$ cat src/core/sar_adc_defines.svh
// register offsets, field positions, reset values and timing codes of the converter sequencer
// assumes an 8-bit register port with byte addresses
`ifndef SAR_ADC_DEFINES_SVH
`define SAR_ADC_DEFINES_SVH

// ----------------------------------------------------------------
// register offsets
// ----------------------------------------------------------------
`define ADDR_PIN_EN 8'h08
`define ADDR_CTRL 8'h09
`define ADDR_OFFSET 8'h0a
`define ADDR_RES_UP 8'h0b
`define ADDR_RES_HI 8'h0c
`define ADDR_RES_LO 8'h0d
`define ADDR_STATUS 8'h0e
`define ADDR_OSC_SW 8'h0f

// ----------------------------------------------------------------
// control register fields
// ----------------------------------------------------------------
`define CTRL_EXT_REF 7
`define CTRL_DIV_HI 6
`define CTRL_DIV_LO 5
`define CTRL_RUN 4
`define CTRL_PWR 3
`define CTRL_CH_HI 2
`define CTRL_CH_LO 0

// ----------------------------------------------------------------
// offset register fields
// ----------------------------------------------------------------
`define OFS_CAL 7
`define OFS_SIGN 6
`define OFS_MAG_HI 5
`define OFS_MAG_LO 3
`define OFS_REF_HI 2
`define OFS_REF_LO 1
`define OFS_INT_CH 0

// ----------------------------------------------------------------
// status register fields
// ----------------------------------------------------------------
`define STS_DONE 0
`define STS_IRQ_EN 1
`define STS_WAKE_EN 2
`define STS_WAKE 3

// ----------------------------------------------------------------
// oscillator switch fields
// ----------------------------------------------------------------
`define OSC_SHS_HI 3
`define OSC_SHS_LO 2

// ----------------------------------------------------------------
// reset values
// ----------------------------------------------------------------
`define RST_CTRL 8'h00
`define RST_OFFSET 8'h00
`define RST_OSC_SW 8'h0c
`define RST_PIN_EN 8'h00

// ----------------------------------------------------------------
// divider and timing
// ----------------------------------------------------------------
`define DIV_16 2'b00
`define DIV_4 2'b01
`define DIV_64 2'b10
`define DIV_1 2'b11
`define DIVN_16 6'd15
`define DIVN_4 6'd3
`define DIVN_64 6'd63
`define DIVN_1 6'd0
`define SHS_2 4'd2
`define SHS_4 4'd4
`define SHS_8 4'd8
`define SHS_12 4'd12
`define BIT_COUNT 4'd12
`define OFS_MAG_SHIFT 1

`endif

$ cat src/core/sar_adc_pkg.sv
// types of the converter sequencer; its clock divider does not use them
// assumes the defines header is compiled in the same unit
package sar_adc_pkg;
    typedef enum logic [2:0] {
        ST_IDLE,
        ST_DELAY,
        ST_SAMPLE,
        ST_CONVERT,
        ST_FINISH
    } seq_state_t;
endpackage : sar_adc_pkg

$ cat src/core/sar_tick_if.sv
// carrier between the sequencer and its converter clock divider
// assumes one clock domain
`timescale 1ns/1ps
`default_nettype none
interface sar_tick_if;
    logic [1:0] div_sel;
    logic low_speed;
    logic sub_tick;
    logic enable;
    logic tick;
    logic half_tick;
    modport ctrl (output div_sel, output low_speed, output sub_tick, output enable,
                  input tick, input half_tick);
    modport gen (input div_sel, input low_speed, input sub_tick, input enable,
                 output tick, output half_tick);
endinterface : sar_tick_if
`default_nettype wire

$ cat src/core/sar_tick_gen.sv
// converter clock divider: one-cycle enable per converter period and one at its half
// assumes sub_tick is a synchronised one-cycle pulse at the sub-clock rate
`include "sar_adc_defines.svh"
`timescale 1ns/1ps
`default_nettype none
module sar_tick_gen (
    input wire logic clk,
    input wire logic rstn,
    sar_tick_if.gen tif
);
    typedef struct packed {
        logic [5:0] cnt;
        logic sub_half;
        logic tick;
        logic half_tick;
    } tick_state_t;

    tick_state_t s_q;
    tick_state_t s_d;
    logic [5:0] div_n;

    always_comb begin
        case (tif.div_sel)
            `DIV_16: div_n = `DIVN_16;
            `DIV_4: div_n = `DIVN_4;
            `DIV_64: div_n = `DIVN_64;
            `DIV_1: div_n = `DIVN_1;
            default: div_n = `DIVN_16;
        endcase
    end

    always_comb begin
        s_d = s_q;
        s_d.tick = 1'b0;
        s_d.half_tick = 1'b0;
        if (!tif.enable) begin
            s_d.cnt = 6'd0;
            s_d.sub_half = 1'b0;
        end else if (tif.low_speed) begin
            // half period on the sub clock is one sub pulse: alternate half_tick and tick
            if (tif.sub_tick) begin
                s_d.sub_half = ~s_q.sub_half;
                s_d.tick = s_q.sub_half;
                s_d.half_tick = ~s_q.sub_half;
            end
        end else if (s_q.cnt >= div_n) begin
            s_d.cnt = 6'd0;
            s_d.tick = 1'b1;
        end else begin
            s_d.cnt = s_q.cnt + 6'd1;
            s_d.half_tick = (s_q.cnt == (div_n >> 1));
        end
    end

    always_ff @(posedge clk or negedge rstn) begin
        if (!rstn) begin
            s_q <= '0;
        end else begin
            s_q <= s_d;
        end
    end

    assign tif.tick = s_q.tick;
    assign tif.half_tick = s_q.half_tick | (div_n == `DIVN_1 && s_q.tick && !tif.low_speed);
endmodule : sar_tick_gen
`default_nettype wire

$ cat src/core/sar_adc_sequencer.sv
// successive-approximation converter sequencer with its register port
// assumes the analog macro answers comp_high within one converter period of a trial code
//
// Implementation choice: strobed register access.
`include "sar_adc_defines.svh"
`timescale 1ns/1ps
`default_nettype none
module sar_adc_sequencer #(
    parameter int RES_W = 12
) (
    input wire logic clk,
    input wire logic rstn,
    input wire logic [7:0] addr,
    input wire logic [7:0] wdata,
    input wire logic wr_en,
    input wire logic rd_en,
    output logic [7:0] rdata,
    input wire logic sleep_mode,
    input wire logic global_irq_on,
    input wire logic sub_clk_pin,
    input wire logic comp_high_pin,
    output logic [7:0] analog_pin_en,
    output logic ext_ref_sel,
    output logic res_ref_on,
    output logic conv_power_on,
    output logic [2:0] mux_sel,
    output logic mux_internal,
    output logic mux_quarter_vdd,
    output logic sample_on,
    output logic [RES_W-1:0] dac_code,
    output logic offset_cal_en,
    output logic offset_positive,
    output logic [3:0] offset_lsb,
    output logic [1:0] int_ref_sel,
    output logic int_ref_on,
    output logic core_wake,
    output logic irq_vector_req
);
    // ----------------------------------------------------------------
    // state
    // ----------------------------------------------------------------
    typedef struct packed {
        sar_adc_pkg::seq_state_t st;
        logic [7:0] pin_en;
        logic [7:0] ctrl;
        logic [7:0] ofs;
        logic [7:0] osc;
        logic done;
        logic irq_en;
        logic wake_en;
        logic wake;
        logic [RES_W-1:0] result;
        logic [RES_W-1:0] sar;
        logic [3:0] cnt;
        logic read_seen;
        logic shut;
        logic [7:0] rdata;
        logic sample_on;
        logic core_wake;
        logic vec;
        logic [1:0] sub_sync;
        logic sub_prev;
        logic [1:0] comp_sync;
        logic [1:0] settle;
    } seq_t;

    seq_t s_q;
    seq_t s_d;
    logic [3:0] sample_len;
    logic finishing;
    logic [2:0] new_ch;
    logic new_int;

    sar_tick_if tif ();

    sar_tick_gen u_tick (
        .clk(clk),
        .rstn(rstn),
        .tif(tif)
    );

    assign tif.div_sel = s_q.ctrl[`CTRL_DIV_HI:`CTRL_DIV_LO];
    assign tif.low_speed = s_q.osc[`OSC_SHS_HI + 1]; // low-speed mode bit of the switch register
    assign tif.sub_tick = s_q.sub_sync[1] & ~s_q.sub_prev;
    assign tif.enable = (s_q.st != sar_adc_pkg::ST_IDLE);

    // ----------------------------------------------------------------
    // sample length decode
    // ----------------------------------------------------------------
    always_comb begin
        case (s_q.osc[`OSC_SHS_HI:`OSC_SHS_LO])
            2'b00: sample_len = `SHS_2;
            2'b01: sample_len = `SHS_4;
            2'b10: sample_len = `SHS_8;
            2'b11: sample_len = `SHS_12;
            default: sample_len = `SHS_12;
        endcase
    end

    // ----------------------------------------------------------------
    // next state
    // ----------------------------------------------------------------
    always_comb begin
        s_d = s_q;
        s_d.sub_sync = {s_q.sub_sync[0], sub_clk_pin};
        s_d.sub_prev = s_q.sub_sync[1];
        s_d.comp_sync = {s_q.comp_sync[0], comp_high_pin};
        s_d.core_wake = 1'b0;
        s_d.vec = 1'b0;
        s_d.settle = s_q.settle >> 1;
        finishing = 1'b0;
        new_ch = wdata[`CTRL_CH_HI:`CTRL_CH_LO];
        new_int = wdata[`OFS_INT_CH];
        if (!sleep_mode) begin
            s_d.shut = 1'b0;
        end

        // sequencer; keeps running whether or not the core sleeps
        case (s_q.st)
            sar_adc_pkg::ST_IDLE: begin
                s_d.sample_on = 1'b0;
            end
            sar_adc_pkg::ST_DELAY: begin
                if (tif.half_tick) begin
                    s_d.st = sar_adc_pkg::ST_SAMPLE;
                    s_d.sample_on = 1'b1;
                    s_d.cnt = 4'd0;
                end
            end
            sar_adc_pkg::ST_SAMPLE: begin
                if (tif.half_tick) begin
                    if (s_q.cnt + 4'd1 >= sample_len) begin
                        s_d.st = sar_adc_pkg::ST_CONVERT;
                        s_d.settle = '1;
                        s_d.sample_on = 1'b0;
                        s_d.cnt = 4'd0;
                        s_d.sar = {1'b1, {(RES_W-1){1'b0}}};
                    end else begin
                        s_d.cnt = s_q.cnt + 4'd1;
                    end
                end
            end
            sar_adc_pkg::ST_CONVERT: begin
                // msb first; settle waits out the comparator synchroniser at divide-by-one
                if (tif.half_tick && s_q.settle == '0) begin
                    s_d.settle = '1;
                    for (int i = 0; i < RES_W; i++) begin
                        if (i == RES_W - 1 - int'(s_q.cnt)) begin
                            s_d.sar[i] = s_q.comp_sync[1];
                            if (i > 0) begin
                                s_d.sar[i-1] = 1'b1;
                            end
                        end
                    end
                    if (s_q.cnt + 4'd1 >= `BIT_COUNT) begin
                        s_d.st = sar_adc_pkg::ST_FINISH;
                    end else begin
                        s_d.cnt = s_q.cnt + 4'd1;
                    end
                end
            end
            sar_adc_pkg::ST_FINISH: begin
                finishing = 1'b1;
                s_d.st = sar_adc_pkg::ST_IDLE;
                s_d.result = s_q.sar;
                s_d.read_seen = 1'b0;
                s_d.ctrl[`CTRL_RUN] = 1'b0;
                if (s_q.irq_en) begin
                    s_d.core_wake = 1'b1;
                    s_d.vec = global_irq_on;
                end else if (sleep_mode) begin
                    s_d.shut = 1'b1;
                end
            end
            default: s_d.st = sar_adc_pkg::ST_IDLE;
        endcase

        // register writes
        if (wr_en) begin
            case (addr)
                `ADDR_PIN_EN: s_d.pin_en = wdata;
                `ADDR_CTRL: begin
                    s_d.ctrl[`CTRL_EXT_REF] = wdata[`CTRL_EXT_REF];
                    s_d.ctrl[`CTRL_DIV_HI:`CTRL_DIV_LO] = wdata[`CTRL_DIV_HI:`CTRL_DIV_LO];
                    s_d.ctrl[`CTRL_PWR] = wdata[`CTRL_PWR];
                    if (!s_q.done && !s_q.ctrl[`CTRL_RUN]) begin
                        s_d.ctrl[`CTRL_CH_HI:`CTRL_CH_LO] = new_ch;
                        if (s_q.read_seen && new_ch != s_q.ctrl[`CTRL_CH_HI:`CTRL_CH_LO]) begin
                            s_d.result = '0;
                        end
                    end
                    if (wdata[`CTRL_RUN] && s_q.st == sar_adc_pkg::ST_IDLE) begin
                        s_d.ctrl[`CTRL_RUN] = 1'b1;
                        s_d.st = sar_adc_pkg::ST_DELAY;
                        s_d.shut = 1'b0;
                    end
                end
                `ADDR_OFFSET: begin
                    s_d.ofs[7:1] = wdata[7:1];
                    if (!s_q.done && !s_q.ctrl[`CTRL_RUN]) begin
                        s_d.ofs[`OFS_INT_CH] = new_int;
                    end
                end
                `ADDR_STATUS: begin
                    // done flag: software may only clear it, completion wins
                    if (!wdata[`STS_DONE]) begin
                        s_d.done = 1'b0;
                    end
                    if (!wdata[`STS_WAKE]) begin
                        s_d.wake = 1'b0;
                    end
                    s_d.irq_en = wdata[`STS_IRQ_EN];
                    s_d.wake_en = wdata[`STS_WAKE_EN];
                end
                `ADDR_OSC_SW: s_d.osc = wdata;
                default: ;
            endcase
        end

        // completion sets win over a same-cycle clear
        if (finishing) begin
            s_d.done = s_q.irq_en ? 1'b1 : s_d.done;
            s_d.wake = s_q.wake_en ? 1'b1 : s_d.wake;
        end

        // register reads, data valid in the following cycle
        s_d.rdata = 8'h00;
        if (rd_en) begin
            case (addr)
                `ADDR_PIN_EN: s_d.rdata = s_q.pin_en;
                `ADDR_CTRL: s_d.rdata = s_q.ctrl;
                `ADDR_OFFSET: s_d.rdata = s_q.ofs;
                `ADDR_RES_UP: s_d.rdata = s_q.result[11:4];
                `ADDR_RES_HI: s_d.rdata = {4'h0, s_q.result[11:8]};
                `ADDR_RES_LO: s_d.rdata = s_q.result[7:0];
                `ADDR_STATUS: s_d.rdata = {4'h0, s_q.wake, s_q.wake_en, s_q.irq_en, s_q.done};
                `ADDR_OSC_SW: s_d.rdata = s_q.osc;
                default: s_d.rdata = 8'h00;
            endcase
            if (addr == `ADDR_RES_UP || addr == `ADDR_RES_HI || addr == `ADDR_RES_LO) begin
                s_d.read_seen = 1'b1;
            end
        end
    end

    // ----------------------------------------------------------------
    // registers
    // ----------------------------------------------------------------
    always_ff @(posedge clk or negedge rstn) begin
        if (!rstn) begin
            s_q <= '0;
            s_q.st <= sar_adc_pkg::ST_IDLE;
            s_q.ctrl <= `RST_CTRL;
            s_q.ofs <= `RST_OFFSET;
            s_q.osc <= `RST_OSC_SW;
            s_q.pin_en <= `RST_PIN_EN;
        end else begin
            s_q <= s_d;
        end
    end

    // ----------------------------------------------------------------
    // outputs, all from flip-flops
    // ----------------------------------------------------------------
    assign rdata = s_q.rdata;
    assign analog_pin_en = s_q.pin_en;
    assign ext_ref_sel = s_q.ctrl[`CTRL_EXT_REF];
    // shut latch overrides power bit after an unattended completion in sleep
    assign res_ref_on = s_q.ctrl[`CTRL_PWR] & ~s_q.shut;
    assign conv_power_on = s_q.ctrl[`CTRL_PWR] & ~s_q.shut;
    assign mux_sel = s_q.ctrl[`CTRL_CH_HI:`CTRL_CH_LO];
    assign mux_internal = s_q.ofs[`OFS_INT_CH];
    assign mux_quarter_vdd = s_q.ofs[`OFS_INT_CH] & s_q.ctrl[`CTRL_CH_HI];
    assign sample_on = s_q.sample_on;
    assign dac_code = s_q.sar;
    assign offset_cal_en = s_q.ofs[`OFS_CAL];
    assign offset_positive = s_q.ofs[`OFS_SIGN];
    assign offset_lsb = {s_q.ofs[`OFS_MAG_HI:`OFS_MAG_LO], 1'b0};
    assign int_ref_sel = s_q.ofs[`OFS_REF_HI:`OFS_REF_LO];
    assign int_ref_on = |s_q.ofs[`OFS_REF_HI:`OFS_REF_LO];
    assign core_wake = s_q.core_wake;
    assign irq_vector_req = s_q.vec;
endmodule : sar_adc_sequencer
`default_nettype wire

$ cat config.mk
export PLATFORM = sky130hd
export DESIGN_NAME = sar_adc_sequencer
export DESIGN_NICKNAME = d
export VERILOG_FILES = /design/src/core/sar_adc_pkg.sv /design/src/core/sar_tick_if.sv /design/src/core/sar_tick_gen.sv /design/src/core/sar_adc_sequencer.sv
export VERILOG_INCLUDE_DIRS = /design/src /design/src/core
export SDC_FILE = /design/constraint.sdc
export NUM_CORES = 1
export LEC_CHECK = 0
export BUFFER_PORTS_ARGS = -buffer_cell sky130_fd_sc_hd__buf_2
export CAP_MARGIN = 10
export CORE_MARGIN = 8
export CORE_UTILIZATION = 61
export DETAILED_ROUTE_END_ITERATION = 7
export GPL_ROUTABILITY_DRIVEN = 0
export GPL_TIMING_DRIVEN = 0
export PLACE_DENSITY = 0.95
export SYNTH_ARGS = -nofsm -noshare
export SYNTH_HDL_FRONTEND = slang
export SYNTH_SLANG_ARGS = --single-unit
$ cat constraint.sdc
create_clock -name clk -period 7.4 [get_ports clk]
set_clock_uncertainty 0.15 [all_clocks]
set_input_delay 0 -clock clk [delete_from_list [all_inputs] [get_ports clk]]
set_output_delay 0 -clock clk [all_outputs]
set_load 0.005 [all_outputs]
Word level (Yosys, flattened, before mapping)
Index checks and enable logic that the tools add are counted.

storage, ports and cells
  flip-flop bits (word level) = 96
  output and inout bits = 48

operators by class
  $add $sub $neg = 3
  order comparisons = 3
  equal/unequal tests = 51
  mux-type cells = 91
  bitwise operators = 7
  reduce and logical (&&, ||, !) cells = 44

operators with widths
  cell                count
  $reduce_and 5->1    13
  $eq 8x4->1 const B  8
  $pmux 8 s8          1
  $mux 12             5
  $mux 2              29
  $mux 51             1
  $mux 8              5
  $ne 3x3->1 const B  11
  $logic_not 32->1    1
  $mux 16             2
  $mux 3              9
  $mux 1              25
  $pmux 12 s2         1
  $pmux 6 s4          1
  $eq 4x5->1 const A  4
  $eq 5x5->1 const A  4
  $ne 2x2->1 const B  9
  $mux 4              4
  $pmux 4 s4          1
  $mux 6              2
  $pmux 3 s4          1
  $pmux 4 s3          1
  $reduce_and 2->1    6
  $eq 3x5->1 const A  2
  other kinds (31)    53

Depth between registers and ports, before layout
Gate-level depths: netlist of run 1.

  word-level depth = 28
  gate-level depth with buffers = 11
  mapped depth without buffers = 9

Hierarchy
From an unflattened synthesis of run 1, not the netlist that was laid out.

unflattened totals
  cell total of the unflattened synthesis = 544
  area, all modules = 5477.8 µm²

modules (own cells, without submodules)
  module             times used  cells each  area an instance (µm²)  sequential area each (µm²)
  sar_adc_sequencer  1           466         4757.1                  2179.6
  sar_tick_gen       1           78          720.7                   225.2

Least setup slack after synthesis of run 1
Ideal clock, no wire load.

  path kind = reg2reg
  start point = register s_q[20] in the netlist's numbering
  end point = register s_q (netlist bit dac_code[1])
  arrival time = 2.189 ns
  data required time = 7.124 ns
  slack = 4.935 ns
  cell stages (with the launch flop) = 11
  buffers on the path = 1
  clock period less this slack = 2.465 ns
  cell sequence = dfrtp_1 -> inv_1 -> ha_1 -> inv_1 -> ha_1 -> a21boi_1 -> a31oi_2 -> nand3b_1 -> and2_1 -> buf_6 -> a221o_1

between the ends
  longest elaborated chain between the ends = 7

ends and longest elaborated chain
  what                line                      RTL
  start: declaration  sar_adc_sequencer.sv:67   seq_t s_q;
  $sub 4x4->5         sar_adc_sequencer.sv:148  if (i == RES_W - 1 - int'(s_q.cnt)) begin
  $eq 3x5->1          sar_adc_sequencer.sv:148
  $mux 2              sar_adc_sequencer.sv:148
  $mux 2              sar_adc_sequencer.sv:145  if (tif.half_tick && s_q.settle == '0) begin
  $mux 2              sar_adc_sequencer.sv:119  case (s_q.st)
  $mux 16             sar_adc_sequencer.sv:145
  $pmux 12 s2         sar_adc_sequencer.sv:119

Several ways; a longest one is shown, not always the timed one. The select of a mux whose other input is x is not followed.
A chain may end at the register's enable or synchronous reset.

Worst setup path in the final report of run 1
  start point = register s_q[20] in the netlist's numbering
  end point = register s_q (netlist bit dac_code[5])

between the ends
  longest elaborated chain between the ends = 7

ends and longest elaborated chain
  what         line
  $sub 4x4->5  sar_adc_sequencer.sv:148
  $eq 4x5->1   sar_adc_sequencer.sv:148
  $mux 2       sar_adc_sequencer.sv:148
  $mux 2       sar_adc_sequencer.sv:145
  $mux 2       sar_adc_sequencer.sv:119
  $mux 16      sar_adc_sequencer.sv:145
  $pmux 12 s2  sar_adc_sequencer.sv:119

Several ways; a longest one is shown, not always the timed one. The select of a mux whose other input is x is not followed.

==> metrics.md, run 1 <==
| Metric | Value |
|---|---|
| Crit path max fanout | `9` |
| WS Path Type | `reg2reg` |
| Port Buffer Count | `70` |
| Initial DRC Count | `394` |
| Average routed wire per standard cell | `20.4 um` |
| Synthesized netlist cell count | `approximately 500` |
| Cell Rows | `34` |
| Layout cells sized above 1 | `0.337` |
| Critical Path Slowest Stage Cell | `dfrtp_1` |
| RSZ-0062 raised after global routing | `no` |
| Die area | `approximately 0.012 mm2` |
| Max Clk Rate | `approximately 350 MHz` |
| Core box area | `0.00859 mm2` |
| Gr ovfl total | `0` |
| Ant. Diodes | `0` |
| Max VDD drop | `about 0.17 mV` |
| Predominant post-synthesis flop cell | `dfrtp_1` |
| Outcome | `completed` |
| Final HPWL DP | `approximately 10,000 um` |
| Die Y | `109 um` |
| CTS tree | `done` |
| CTS Buffer Depth | `2` |
| Placed Cells | `a little under 700` |
| First-pass GRT wire length | `23,300 um` |
| Worst Setup Start Kind | `register` |
| Arrival @ worst endpoint | `~3.0 ns` |
| Final hold viol count | `0` |
| Crit share post-route | `0.387` |
| Dpl ws | `between 4 and 5 ns` |
| Final cell count without fillers | `about 700` |
| P&R area growth vs syn | `18.7%` |
| Antenna Nets Post-Route | `0` |
| Pleak | `roughly 0.003 uW` |
| Crit end category | `register` |
| Vias/cell | `roughly 6.3` |
| Clock slew seen by the registers of the worst setup and hold paths | `roughly 0.10 ns` |
| Sequential-to-total area share from yosys stat | `0.453` |
| H-tree levels | `3` |
| Largest net degree at the start of global routing | `73` |
| Clk_lat worst skew | `approximately 0.37 ns` |
| Worst hold path class | `in2async` |
| Synth Register Bits | `96` |
| Worst EP required | `between 7 and 8 ns` |
| Die width | `109 um` |
| Fill cell count | `about 540` |
| Post-synth EDFFs | `0` |
| Syn Std Cell Area | `~0.0053 mm2` |
| CP bufs+invs | `3` |
| Final wirelength | `around 15,000 um` |
| Final setup viols | `0` |
| Initial antenna violation count | `0` |
| GR Util All Layers | `0.251` |
| Resize count post-CTS | `0` |
| Max_cap viols | `0` |
| Syn nets | `540` |
| Number of global-route vias before repair | `about 4,600` |
| Pre-antenna DRT Iters | `6` |
| Total chip power | `roughly 1700 uW` |
| Crit-path max cell delay | `0.51 ns` |
| Number of hold buffers added after cts | `21` |
| Final #Nets | `about 640` |
| Clock sink count | `96` |
| Starting Density | `0.618` |
| Ordered cell list for the critical path | `inv_1 > ha_1 > inv_1 > ha_1 > a21boi_1 > a31oi_2 > nand3b_1 > and2_1 > buf_6 > a221o_1` |
| Rel. slew slack | `0.479` |
| Clk root buf | `clkbuf_8` |
| CP top delay family | `compound AO/OA/AOI/OAI gates` |
| Slew Limit Fails | `0` |
| PD cells | `approximately 270 mW/mm2` |
| Worst Slack Setup Final | `around 4.5 ns` |
| Via Count | `roughly 4,600` |
| Post-CTS setup buffer count | `0` |
| Synth warn | `0` |
| Worst Tran Pin Value | `about 0.77 ns` |
| IO Count | `72` |
| Library cells used by synthesis | `67` |
| Clock buffer count from CTS | `9` |
| Final worst path period need | `approximately 2.9 ns` |
| Mean post-synth cell area | `10.6 um2` |
| Setup TNS Final | `0 ns` |
| Ys async rst share | `1.00` |
| DRC | `0` |
[kinds of logic after synthesis]
kind of cell	count (synthesis)	share of synthesized area
xor+xnor	6	0.00990
flops	96	0.453
simple gates	161	0.160
other cells	1	0.000707
compound gates	98	0.131
fa+ha+maj	13	0.0306
buf+inv	74	0.0851
mux	54	0.130
[layer usage]
| layer | vias to the layer above | routed length (um) | GRT usage |
|---|---|---|---|
| li1 | 1982 | - | - |
| met3 | 66 | 1410 | 0.0585 |
| met4 | 0 | 638 | 0.124 |
| met1 | 2211 | 5320 | 0.289 |
| met5 | - | 0 | 0 |
| met2 | 302 | 7300 | 0.429 |
[per-stage QoR]
stage / instance area [um2] / hold slack [ns] / utilization
2_1_floorplan: 5310 / -0.446 / -
3_3_place_gp: 5790 / -0.0397 / 0.674
3_5_place_dp: 5820 / -0.218 / 0.678
4_1_cts: 6290 / 0.0198 / 0.732
5_1_grt: 6300 / 0.0302 / 0.733
6_report: 6300 / 0.0182 / 0.733
[power by group]
part / leakage [uW] / internal (uW) / switching (uW)
Combinational: 0.00177 / 272 / 328
Clock: 0.000123 / 236 / 195
Sequential: 0.00118 / 594 / 83.7
Total: 0.00307 / 1100 / 607
[layout make-up]
type	count	area, um2	area share
buffer	61	403	0.0639
clock buffer	10	138	0.0218
clock inverter	6	115	0.0183
inverter	13	48.8	0.00774
multi-input combinational	333	2450	0.389
sequential	96	2400	0.382
tap	108	135	0.0214
timing repair buffer	93	606	0.0961
[worst paths after layout]
kind / to / slack (ns) / depth (start not counted) / startpoint
setup reg to reg: dac_code[5] / 4.53 / 10 / s_q[20]
hold reg to reg: s_d[4] / 0.21 / 0 / s_d[6]
hold / removal: s_q[74] / 0.02 / 3 / rstn
min in group clk: s_q[73] / 0.03 / 5 / wr_en
setup / recovery: dac_code[5] / 4.53 / 10 / s_q[20]
max in group asynchronous: s_d[6] / 6.23 / 4 / rstn
[flip-flops by register name (all words and copies together) (netlist names)]
register / count
mux_internal: 1
irq_vector_req: 1
offset_positive: 1
rdata: 8
sample_on: 1
s_q: 41
u_tick.s_q: 8
s_d: 3
offset_lsb: 3
dac_code: 12
int_ref_sel: 2
core_wake: 1
mux_sel: 3
analog_pin_en: 8
offset_cal_en: 1
u_tick.tif.tick: 1
ext_ref_sel: 1
[layout by cell type (no fill, tap or decap), drive strengths merged, types with 3 or more instances in the layout]
master / instances
buf: 127
dfrtp: 94
nand2: 59
mux2: 39
a21oi: 30
nor2: 27
dlygate4sd3: 21
nand3: 17
clkbuf: 16
o21ai: 15
inv: 14
ha: 13
nand2b: 9
mux4: 8
a211oi: 8
mux2i: 7
nor3: 7
xnor2: 6
and3: 6
nor2b: 5
and2: 5
a31oi: 5
or2: 4
nand3b: 4
a22oi: 4
a21o: 4
o31ai: 4
nor4: 4
o21a: 3
nand4b: 3
a221oi: 3
nand4: 3
bufinv: 3
o2111ai: 3
nor3b: 3
[worst reg2reg max path, cell delays in order, from the launching register on]
cell,delay (ns)
dfrtp_1,0.51
inv_1,0.11
ha_1,0.29
inv_1,0.06
ha_1,0.28
a21boi_1,0.09
a31oi_2,0.29
nand3b_1,0.25
and2_1,0.22
buf_6,0.13
a221o_1,0.36
[Yosys cell counts, types with 3 or more instances]
cell | n | share of area
a211oi_1 | 7 | 0.0099
a21o_1 | 4 | 0.0057
a21oi_1 | 30 | 0.028
a221oi_1 | 3 | 0.0050
a22oi_1 | 4 | 0.0057
a31oi_1 | 3 | 0.0035
and2_1 | 5 | 0.0059
and3_1 | 6 | 0.0071
buf_1 | 3 | 0.0021
buf_2 | 10 | 0.0094
buf_4 | 41 | 0.058
clkbuf_1 | 6 | 0.0042
dfrtp_1 | 94 | 0.44
ha_1 | 13 | 0.031
inv_1 | 13 | 0.0092
mux2_2 | 39 | 0.083
mux2i_1 | 7 | 0.013
mux4_2 | 8 | 0.034
nand2_1 | 58 | 0.041
nand2b_1 | 9 | 0.011
nand3_1 | 16 | 0.015
nand3b_1 | 4 | 0.0057
nand4_1 | 3 | 0.0035
nand4b_1 | 3 | 0.0050
nor2_1 | 27 | 0.019
nor2b_1 | 5 | 0.0059
nor3_1 | 6 | 0.0057
o21a_1 | 3 | 0.0042
o21ai_0 | 15 | 0.014
o31ai_1 | 4 | 0.0057
or2_2 | 4 | 0.0047
xnor2_1 | 6 | 0.0099
Power figures use the tool's default switching activity.
==> run 2, diff against run 1 <==
- ABC_AREA: unset -> 1
- CORE_UTILIZATION: 61 -> 59
- PLACE_DENSITY: 0.95 -> 0.92
- clock period: 7.4 -> 2.75 ns (I/O delays scaled with it)
==> run 2 against run 1 <==
Net effect:
- the run now ends with DRC left
- final cell count increased by 34%
- via count increased by 20%
- critical path depth increased by 2
- register-to-register slack got worse by 4.2 ns
- core utilization decreased by 1.8 points
- first-iteration DRC count increased by 71%
- critical endpoint is now s_q[49]
- largest cell class unchanged
- highest routed layer unchanged
==> metrics.md, run 2 <==
| Metric | Value |
|---|---|
| Final worst path period need | `~2.5 ns` |
| Final #Nets | `871 (+35%)` |
| WS Path Type | `in2reg` |
| First-pass GRT wire length | `25,700 um (+11%)` |
| Largest Register | `s_q` |
| CTS tree | `done` |
| Layout cells sized above 1 | `0.216 (-0.121)` |
| Final HPWL DP | `10,600 um (+0.83%)` |
| Predominant post-synthesis flop cell | `dfrtp_1` |
| Synth top area share | `0.418 (-0.0256)` |
| Cell Rows | `35 (+2.9%)` |
| Via Count | `5,472 (+20%)` |
| Combinational Power Share | `0.240 (-0.111)` |
| Synth warn | `0 (unchanged)` |
| Average routed wire per standard cell | `15.7 um (-23%)` |
| Number of global-route vias before repair | `5,214 (+14%)` |
| Max Clk Rate | `between 400 and 500 MHz` |
| Initial antenna violation count | `0 (unchanged)` |
| H-tree levels | `3 (unchanged)` |
| Initial DRC Count | `674 (+71%)` |
| Pre-antenna DRT Iters | `8 (+2)` |
| Worst Tran Pin Value | `0.645 ns (-0.129 ns)` |
| Die area | `0.0129 mm2 (+8.3%)` |
| Clock power frac | `0.291 (+0.039)` |
| Top cells by area, synth | `dfrtp_1 42%, nand2_1 12%, nand3_1 8.5%, buf_4 5.9%, nor2_1 4.2%` |
| P&R area growth vs syn | `17.3%` |
| Failing checks | `DRC` |
| Crit share post-route | `0.902` |
| Final wirelength | `15,200 um (+3.6%)` |
| Psw | `1140 uW (+87%)` |
| DRC | `4 (+4)` |
| Synth cell count leaders | `178 x nand2_1, 96 x nand3_1, 94 x dfrtp_1` |
| Ys async rst share | `1.00 (unchanged)` |
| Syn nets | `766 (+42%)` |
| Sequential Power Share | `0.469 (+0.072)` |
| Starting Density | `0.610 (-0.00803)` |
| Largest register FFs | `41 (unchanged)` |
| Max VDD drop | `0.294 mV (+77%)` |
| Crit end category | `register` |
| Final core utilization | `0.715 (-0.0182)` |
| Final setup viols | `0 (unchanged)` |
| Ant. Diodes | `0 (unchanged)` |
| Arrival @ worst endpoint | `2.65 ns (-0.32 ns)` |
| Max_cap viols | `0 (unchanged)` |
| CP most frequent cell | `dlygate4sd3_1` |
| Clk_lat worst skew | `0.37 ns (about the same)` |
| Worst EP required | `2.92 ns (-4.58 ns)` |
| PD cells | `504 mW/mm2 (+86%)` |
| Crit-path max cell delay | `0.57 ns (+0.06 ns)` |
| Die width | `114 um (+4.1%)` |
| Final hold viol count | `0 (unchanged)` |
| Synthesized netlist cell count | `729 (+45%)` |
| Post-synth EDFFs | `0 (unchanged)` |
| Sw Ratio | `0.341 (-0.0141)` |
| Setup TNS Final | `0 ns (unchanged)` |
| Sequential-to-total area share from yosys stat | `0.427 (-0.0262)` |
| Crit path max fanout | `10 (+1)` |
| Core box area | `0.00924 mm2 (+7.5%)` |
| Outcome | `complete, but fails checks` |
| Post-CTS setup buffer count | `0 (unchanged)` |
| Clock buffer count from CTS | `9 (unchanged)` |
| Mean post-synth cell area | `7.73 um2 (-27%)` |
| Largest net degree at the start of global routing | `56 (-23%)` |
| Critical Path Slowest Stage Cell | `dlygate4sd3_1` |
| Worst hold path class | `in2async` |
| Clock sink count | `96 (unchanged)` |
| Die Y | `114 um (+4.1%)` |
| Most frequent cell after synthesis | `nand2_1` |
| CTS Buffer Depth | `2 (unchanged)` |
| Rel. slew slack | `0.570 (+0.0909)` |
| Pleak | `0.00350 uW (+14%)` |
| Ordered cell list for the critical path | `dlygate4sd3_1 > buf_2 > nor2_1 > nand3_1 > inv_2 > buf_6 > nand2_1 > nor2_2 > nand2_1 > dlygate4sd3_1 > o21ai_0 > dlygate4sd3_1` |
| Antenna Nets Post-Route | `0 (unchanged)` |
| Library cells used by synthesis | `38 (-43%)` |
| Port Buffer Count | `70 (unchanged)` |
| Most frequent cells in the layout | `178 x nand2_1, 96 x nand3_1, 94 x dfrtp_1` |
| Vias/cell | `5.65 (-11%)` |
| Synth Register Bits | `96 (unchanged)` |
| Biggest area consumer among synthesized cells | `dfrtp_1` |
| Cell Int Power | `2190 uW (+99%)` |
| Fill cell count | `680 (+26%)` |
| IO Count | `72 (unchanged)` |
| Clk root buf | `clkbuf_8` |
| Syn Std Cell Area | `0.00563 mm2 (+6.1%)` |
| Most common cell after layout, fill and taps aside | `nand2_1` |
| Worst Setup Start Kind | `primary input` |
| RSZ-0062 raised after global routing | `no` |
| Slew Limit Fails | `0 (unchanged)` |
| Gr ovfl total | `0 (unchanged)` |
| GR Util All Layers | `0.247 (-0.00360)` |
| Clock slew seen by the registers of the worst setup and hold paths | `0.10 ns (about the same)` |
## run 2: changes by cell type after synthesis, moves of 24 or more
cell and delta:
inv_1 +39, nand4_1 +24, nand3_1 +80, nor2_1 +36, nand2_1 +120, mux2_2 -39
## run 2: critical path: cells and delay by family
kind | cells | cell delay (ns)
buffers and inverters | 6 | 2.02
AND/OR/NAND/NOR | 5 | 0.54
AO/OA/AOI/OAI | 1 | 0.10
## run 2: stage by stage
step                power [uW]  setup WS, ns  hold slack, ns  instances  area, um2
global route              3500        0.0701          0.0620        968       6610
floorplan                 2100         0.633          -0.446        729       5630
finish                    3330         0.268         0.00228        968       6610
global placement          2300         0.395         -0.0413        928       6140
detailed placement        2330         0.348          -0.133        929       6170
CTS                       3310         0.330         0.00956        968       6610
## run 2: final timing paths
| kind | cells after the start | end | slack [ns] | startpoint |
|---|---|---|---|---|
| min | 2 | int_ref_sel[1] | 0.002 | rstn |
| min reg2reg | 0 | s_q[3] | 0.21 | s_d[3] |
| min in group clk | 6 | offset_cal_en | 0.04 | addr[3] |
| max | 12 | s_q[49] | 0.27 | addr[6] |
| max in group asynchronous | 3 | s_q[55] | 1.73 | rstn |
| max reg2reg | 11 | dac_code[7] | 0.29 | s_q[20] |
## run 2: power groups by stage
stage	Sequential (uW)	Combinational (uW)	Clock (uW)
4_1_cts	1560	782	972
2_1_floorplan	1560	537	0
3_3_place_gp	1580	717	0
6_report	1560	798	969
3_5_place_dp	1590	748	0
5_1_grt	1570	894	1040
## run 2: what timing repair did
| action | 4_1_cts | 5_1_grt |
|---|---|---|
| endpoints found under the hold margin | 142 | 0 |
| setup endpoints to repair | 0 | 1 |
| resized for setup | 0 | 1 |
| hold buffers | 23 | 0 |
## run 2: area by class of cell
| type | instances | area (um2) | share of cell area |
|---|---|---|---|
| multi-input cells | 509 | 2560 | 0.387 |
| flip-flops and latches | 96 | 2400 | 0.364 |
| repair buffers | 94 | 611 | 0.0924 |
| plain buffers | 63 | 445 | 0.0674 |
| inverters | 61 | 229 | 0.0347 |
| well taps | 129 | 161 | 0.0244 |
| clock buffers | 10 | 128 | 0.0193 |
| clock inverters | 6 | 72.6 | 0.0110 |
## run 2: routing by layer
metal / global-route usage / wire length [um] / up-vias / part of all wire
met3: 0.0539 / 1540 / 69 / 0.10
li1: - / - / 2574 / -
met5: 0 / 0 / - / 0
met1: 0.311 / 5850 / 2486 / 0.38
met2: 0.390 / 7150 / 343 / 0.47
met4: 0.129 / 658 / 0 / 0.043
## run 2: kinds of logic (layout without fill, tap and decap cells)
group,count (synthesis),in the layout,share of synthesized area
AOI/OAI and AO/OA,93,93,0.0913
xor gates and xnor gates,10,10,0.0155
adders and majority gates,13,13,0.0289
buffers and inverters,124,234,0.120
DFF,96,96,0.427
other,1,1,0.000666
and+or+nand+nor,392,392,0.317
==> run 3, diff against run 2 <==
- PLACE_DENSITY: 0.92 -> unset
- PLACE_DENSITY_LB_ADDON: unset -> 0.08
==> run 3 against run 2 <==
Net effect:
- final area fell by 0.23%
- via count fell by 3.0%
- worst hold slack got worse by 0.011 ns
- flip-flop and latch count did not move
- largest cell class unchanged
- register-to-register slack barely moved
- the flow finishes with violations (hold timing)
- non-clock buffer count did not move
- routed wire length fell by 3.2%
- sequential power barely moved
- critical path type unchanged
- final cell count did not move
- core utilization fell by 0.16 points
==> metrics.md, run 3 (same netlist as run 2, synthesis figures left out) <==
| Metric | Value |
|---|---|
| Average routed wire per standard cell | `15.2 um (-3.2%)` |
| Port Buffer Count | `70 (unchanged)` |
| Failing checks | `hold timing` |
| P&R area growth vs syn | `17.0%` |
| Largest Register | `s_q` |
| CTS Buffer Depth | `2 (unchanged)` |
| Crit path max fanout | `10 (unchanged)` |
| Setup TNS Final | `0 ns (unchanged)` |
| Post-DP Area | `0.00617 mm2 (unchanged)` |
| Worst EP required | `2.90 ns (-0.02 ns)` |
| Clk root buf | `clkbuf_8` |
| Cell Rows | `35 (unchanged)` |
| First-pass GRT wire length | `24,600 um (-4.4%)` |
| PD cells | `494 mW/mm2 (-1.9%)` |
| Worst Setup Start Kind | `primary input` |
| Max_cap viols | `0 (unchanged)` |
| Final worst path period need | `2.51 ns (+0.0317 ns)` |
| Clock slew seen by the registers of the worst setup and hold paths | `0.11 ns (about the same)` |
| Largest register FFs | `41 (unchanged)` |
| Fill cell count | `755 (+11%)` |
| Final #Nets | `871 (unchanged)` |
| DRC | `0 (-4)` |
| WS Path Type | `in2reg` |
| Final cell count without fillers | `968 (unchanged)` |
| Number of global-route vias before repair | `5,160 (-1.0%)` |
| Die width | `114 um (unchanged)` |
| Most common cell after layout, fill and taps aside | `nand2_1` |
| Placed Cells | `929 (unchanged)` |
| Most frequent cells in the layout | `178 x nand2_1, 96 x nand3_1, 94 x dfrtp_1` |
| Max VDD drop | `0.524 mV (+78%)` |
| H-tree levels | `3 (unchanged)` |
| Worst Tran Pin Value | `0.627 ns (-0.0186 ns)` |
| CP most frequent cell | `dlygate4sd3_1` |
| Die Y | `114 um (unchanged)` |
| Storage cell area | `0.00240 mm2 (unchanged)` |
| Clock sink count | `96 (unchanged)` |
| Clock buffer count from CTS | `9 (unchanged)` |
| Starting Density | `0.610 (unchanged)` |
| Final HPWL DP | `11,000 um (+4.3%)` |
| Die area | `0.0129 mm2 (unchanged)` |
| Crit end category | `register` |
| Ant. Diodes | `0 (unchanged)` |
| Area of the multi-input gates | `0.00255 mm2 (about the same)` |
| Vias/cell | `5.48 (-3.0%)` |
| IO Count | `72 (unchanged)` |
| Crit-path max cell delay | `0.61 ns (+0.04 ns)` |
| Core box area | `0.00924 mm2 (unchanged)` |
| Worst hold path class | `in2async` |
| Final wirelength | `14,700 um (-3.2%)` |
| Pleak | `0.00349 uW (-0.22%)` |
| Largest net degree at the start of global routing | `55 (-1.8%)` |
| CTS tree | `done` |
| Rel. slew slack | `0.581 (+0.0109)` |
| Via Count | `5,308 (-3.0%)` |
| Layout cells sized above 1 | `0.216 (unchanged)` |
| Arrival @ worst endpoint | `2.67 ns (+0.02 ns)` |
| Initial antenna violation count | `0 (unchanged)` |
| Resize count post-CTS | `0 (unchanged)` |
| Post-CTS setup buffer count | `0 (unchanged)` |
| Crit share post-route | `0.914 (+0.0115)` |
| Critical Path Slowest Stage Cell | `dlygate4sd3_1` |
| Gr ovfl total | `0 (unchanged)` |
| Worst hold margin | `-0.00865 ns (-0.0109 ns)` |
| RSZ-0062 raised after global routing | `no` |
| Initial DRC Count | `436 (-35%)` |
| Max Clk Rate | `398 MHz (-1.3%)` |
| Pre-antenna DRT Iters | `7 (-1)` |
| Final setup viols | `0 (unchanged)` |
| Slew Limit Fails | `0 (unchanged)` |
| Outcome | `complete, but fails checks` |
| Clk_lat worst skew | `0.38 ns (about the same)` |
| Final Cell Area | `0.00659 mm2 (-0.23%)` |
| Antenna Nets Post-Route | `0 (unchanged)` |
| Ordered cell list for the critical path | `dlygate4sd3_1 > buf_2 > nor2_1 > nand3_1 > inv_2 > buf_6 > nand2_1 > nor2_1 > nand2_1 > dlygate4sd3_1 > o21ai_0 > dlygate4sd3_1` |
| Final hold viol count | `4 (+4)` |
| GR Util All Layers | `0.235 (-0.0120)` |
==> run 3: cell count changes in the layout (fill, tap and decap cells not counted) <==
cell        before  now
clkinv_4         1    2
nor2_2           2    1
clkbuf_1         4    3
inv_6            3    1
bufinv_16        1    0
clkinvlp_4       1    2
nor2_1          62   63
inv_8            0    2
==> run 3: power breakdown <==
part | leakage (uW) | total, uW | internal (uW) | switching [uW]
logic | 0.00218 | 783 | 282 | 501
registers | 0.00122 | 1560 | 1480 | 83.0
clock network | 0.0000899 | 913 | 348 | 565
==> run 3: area by class of cell <==
class | instances | share of cell area
Buffer | 63 | 0.0676
Tap cell | 129 | 0.0245
Clock buffer | 9 | 0.0188
Clock inverter | 7 | 0.00968
Sequential cell | 96 | 0.365
Timing Repair Buffer | 94 | 0.0926
Inverter | 61 | 0.0347
Multi-Input combinational cell | 509 | 0.387
==> run 3: worst max-delay path, delay by kind of cell <==
family / cells / cell delay (ns)
AND/OR/NAND/NOR: 5 / 0.51
buffers and inverters: 6 / 2.03
AO/OA/AOI/OAI: 1 / 0.11
==> run 3: worst paths after layout <==
path | from | to | slack [ns] | depth (start not counted)
setup / recovery | addr[6] | s_q[50] | 0.24 | 12
hold / removal | rstn | int_ref_sel[1] | -0.009 | 2
setup reg to reg | s_q[20] | dac_code[2] | 0.30 | 12
hold reg to reg | s_d[3] | s_q[3] | 0.21 | 0
max in group asynchronous | rstn | s_q[55] | 1.75 | 3
min in group clk | addr[3] | offset_lsb[2] | 0.03 | 6
==> run 3: per-stage QoR <==
step | util | setup WS, ns | total power (uW)
global route | 0.713 | 0.0675 | 3430
global placement | 0.665 | 0.377 | 2310
floorplan | - | 0.633 | 2100
CTS | 0.713 | 0.313 | 3270
detailed placement | 0.668 | 0.350 | 2340
finish | 0.713 | 0.237 | 3260
==> run 3: layer usage <==
layer,track usage,share of wire,vias up,wire length (um)
met2,0.409,0.49,187,7230
met5,0,0,-,0
met4,0.0817,0.026,0,379
met3,0.0465,0.071,32,1050
li1,-,-,2582,-
met1,0.283,0.41,2507,6060
==> run 3: what timing repair did <==
| item | in CTS | in global routing |
|---|---|---|
| hold endpoints to repair | 142 | 0 |
| hold buffers | 23 | 0 |
| endpoints found under the setup margin | 0 | 0 |
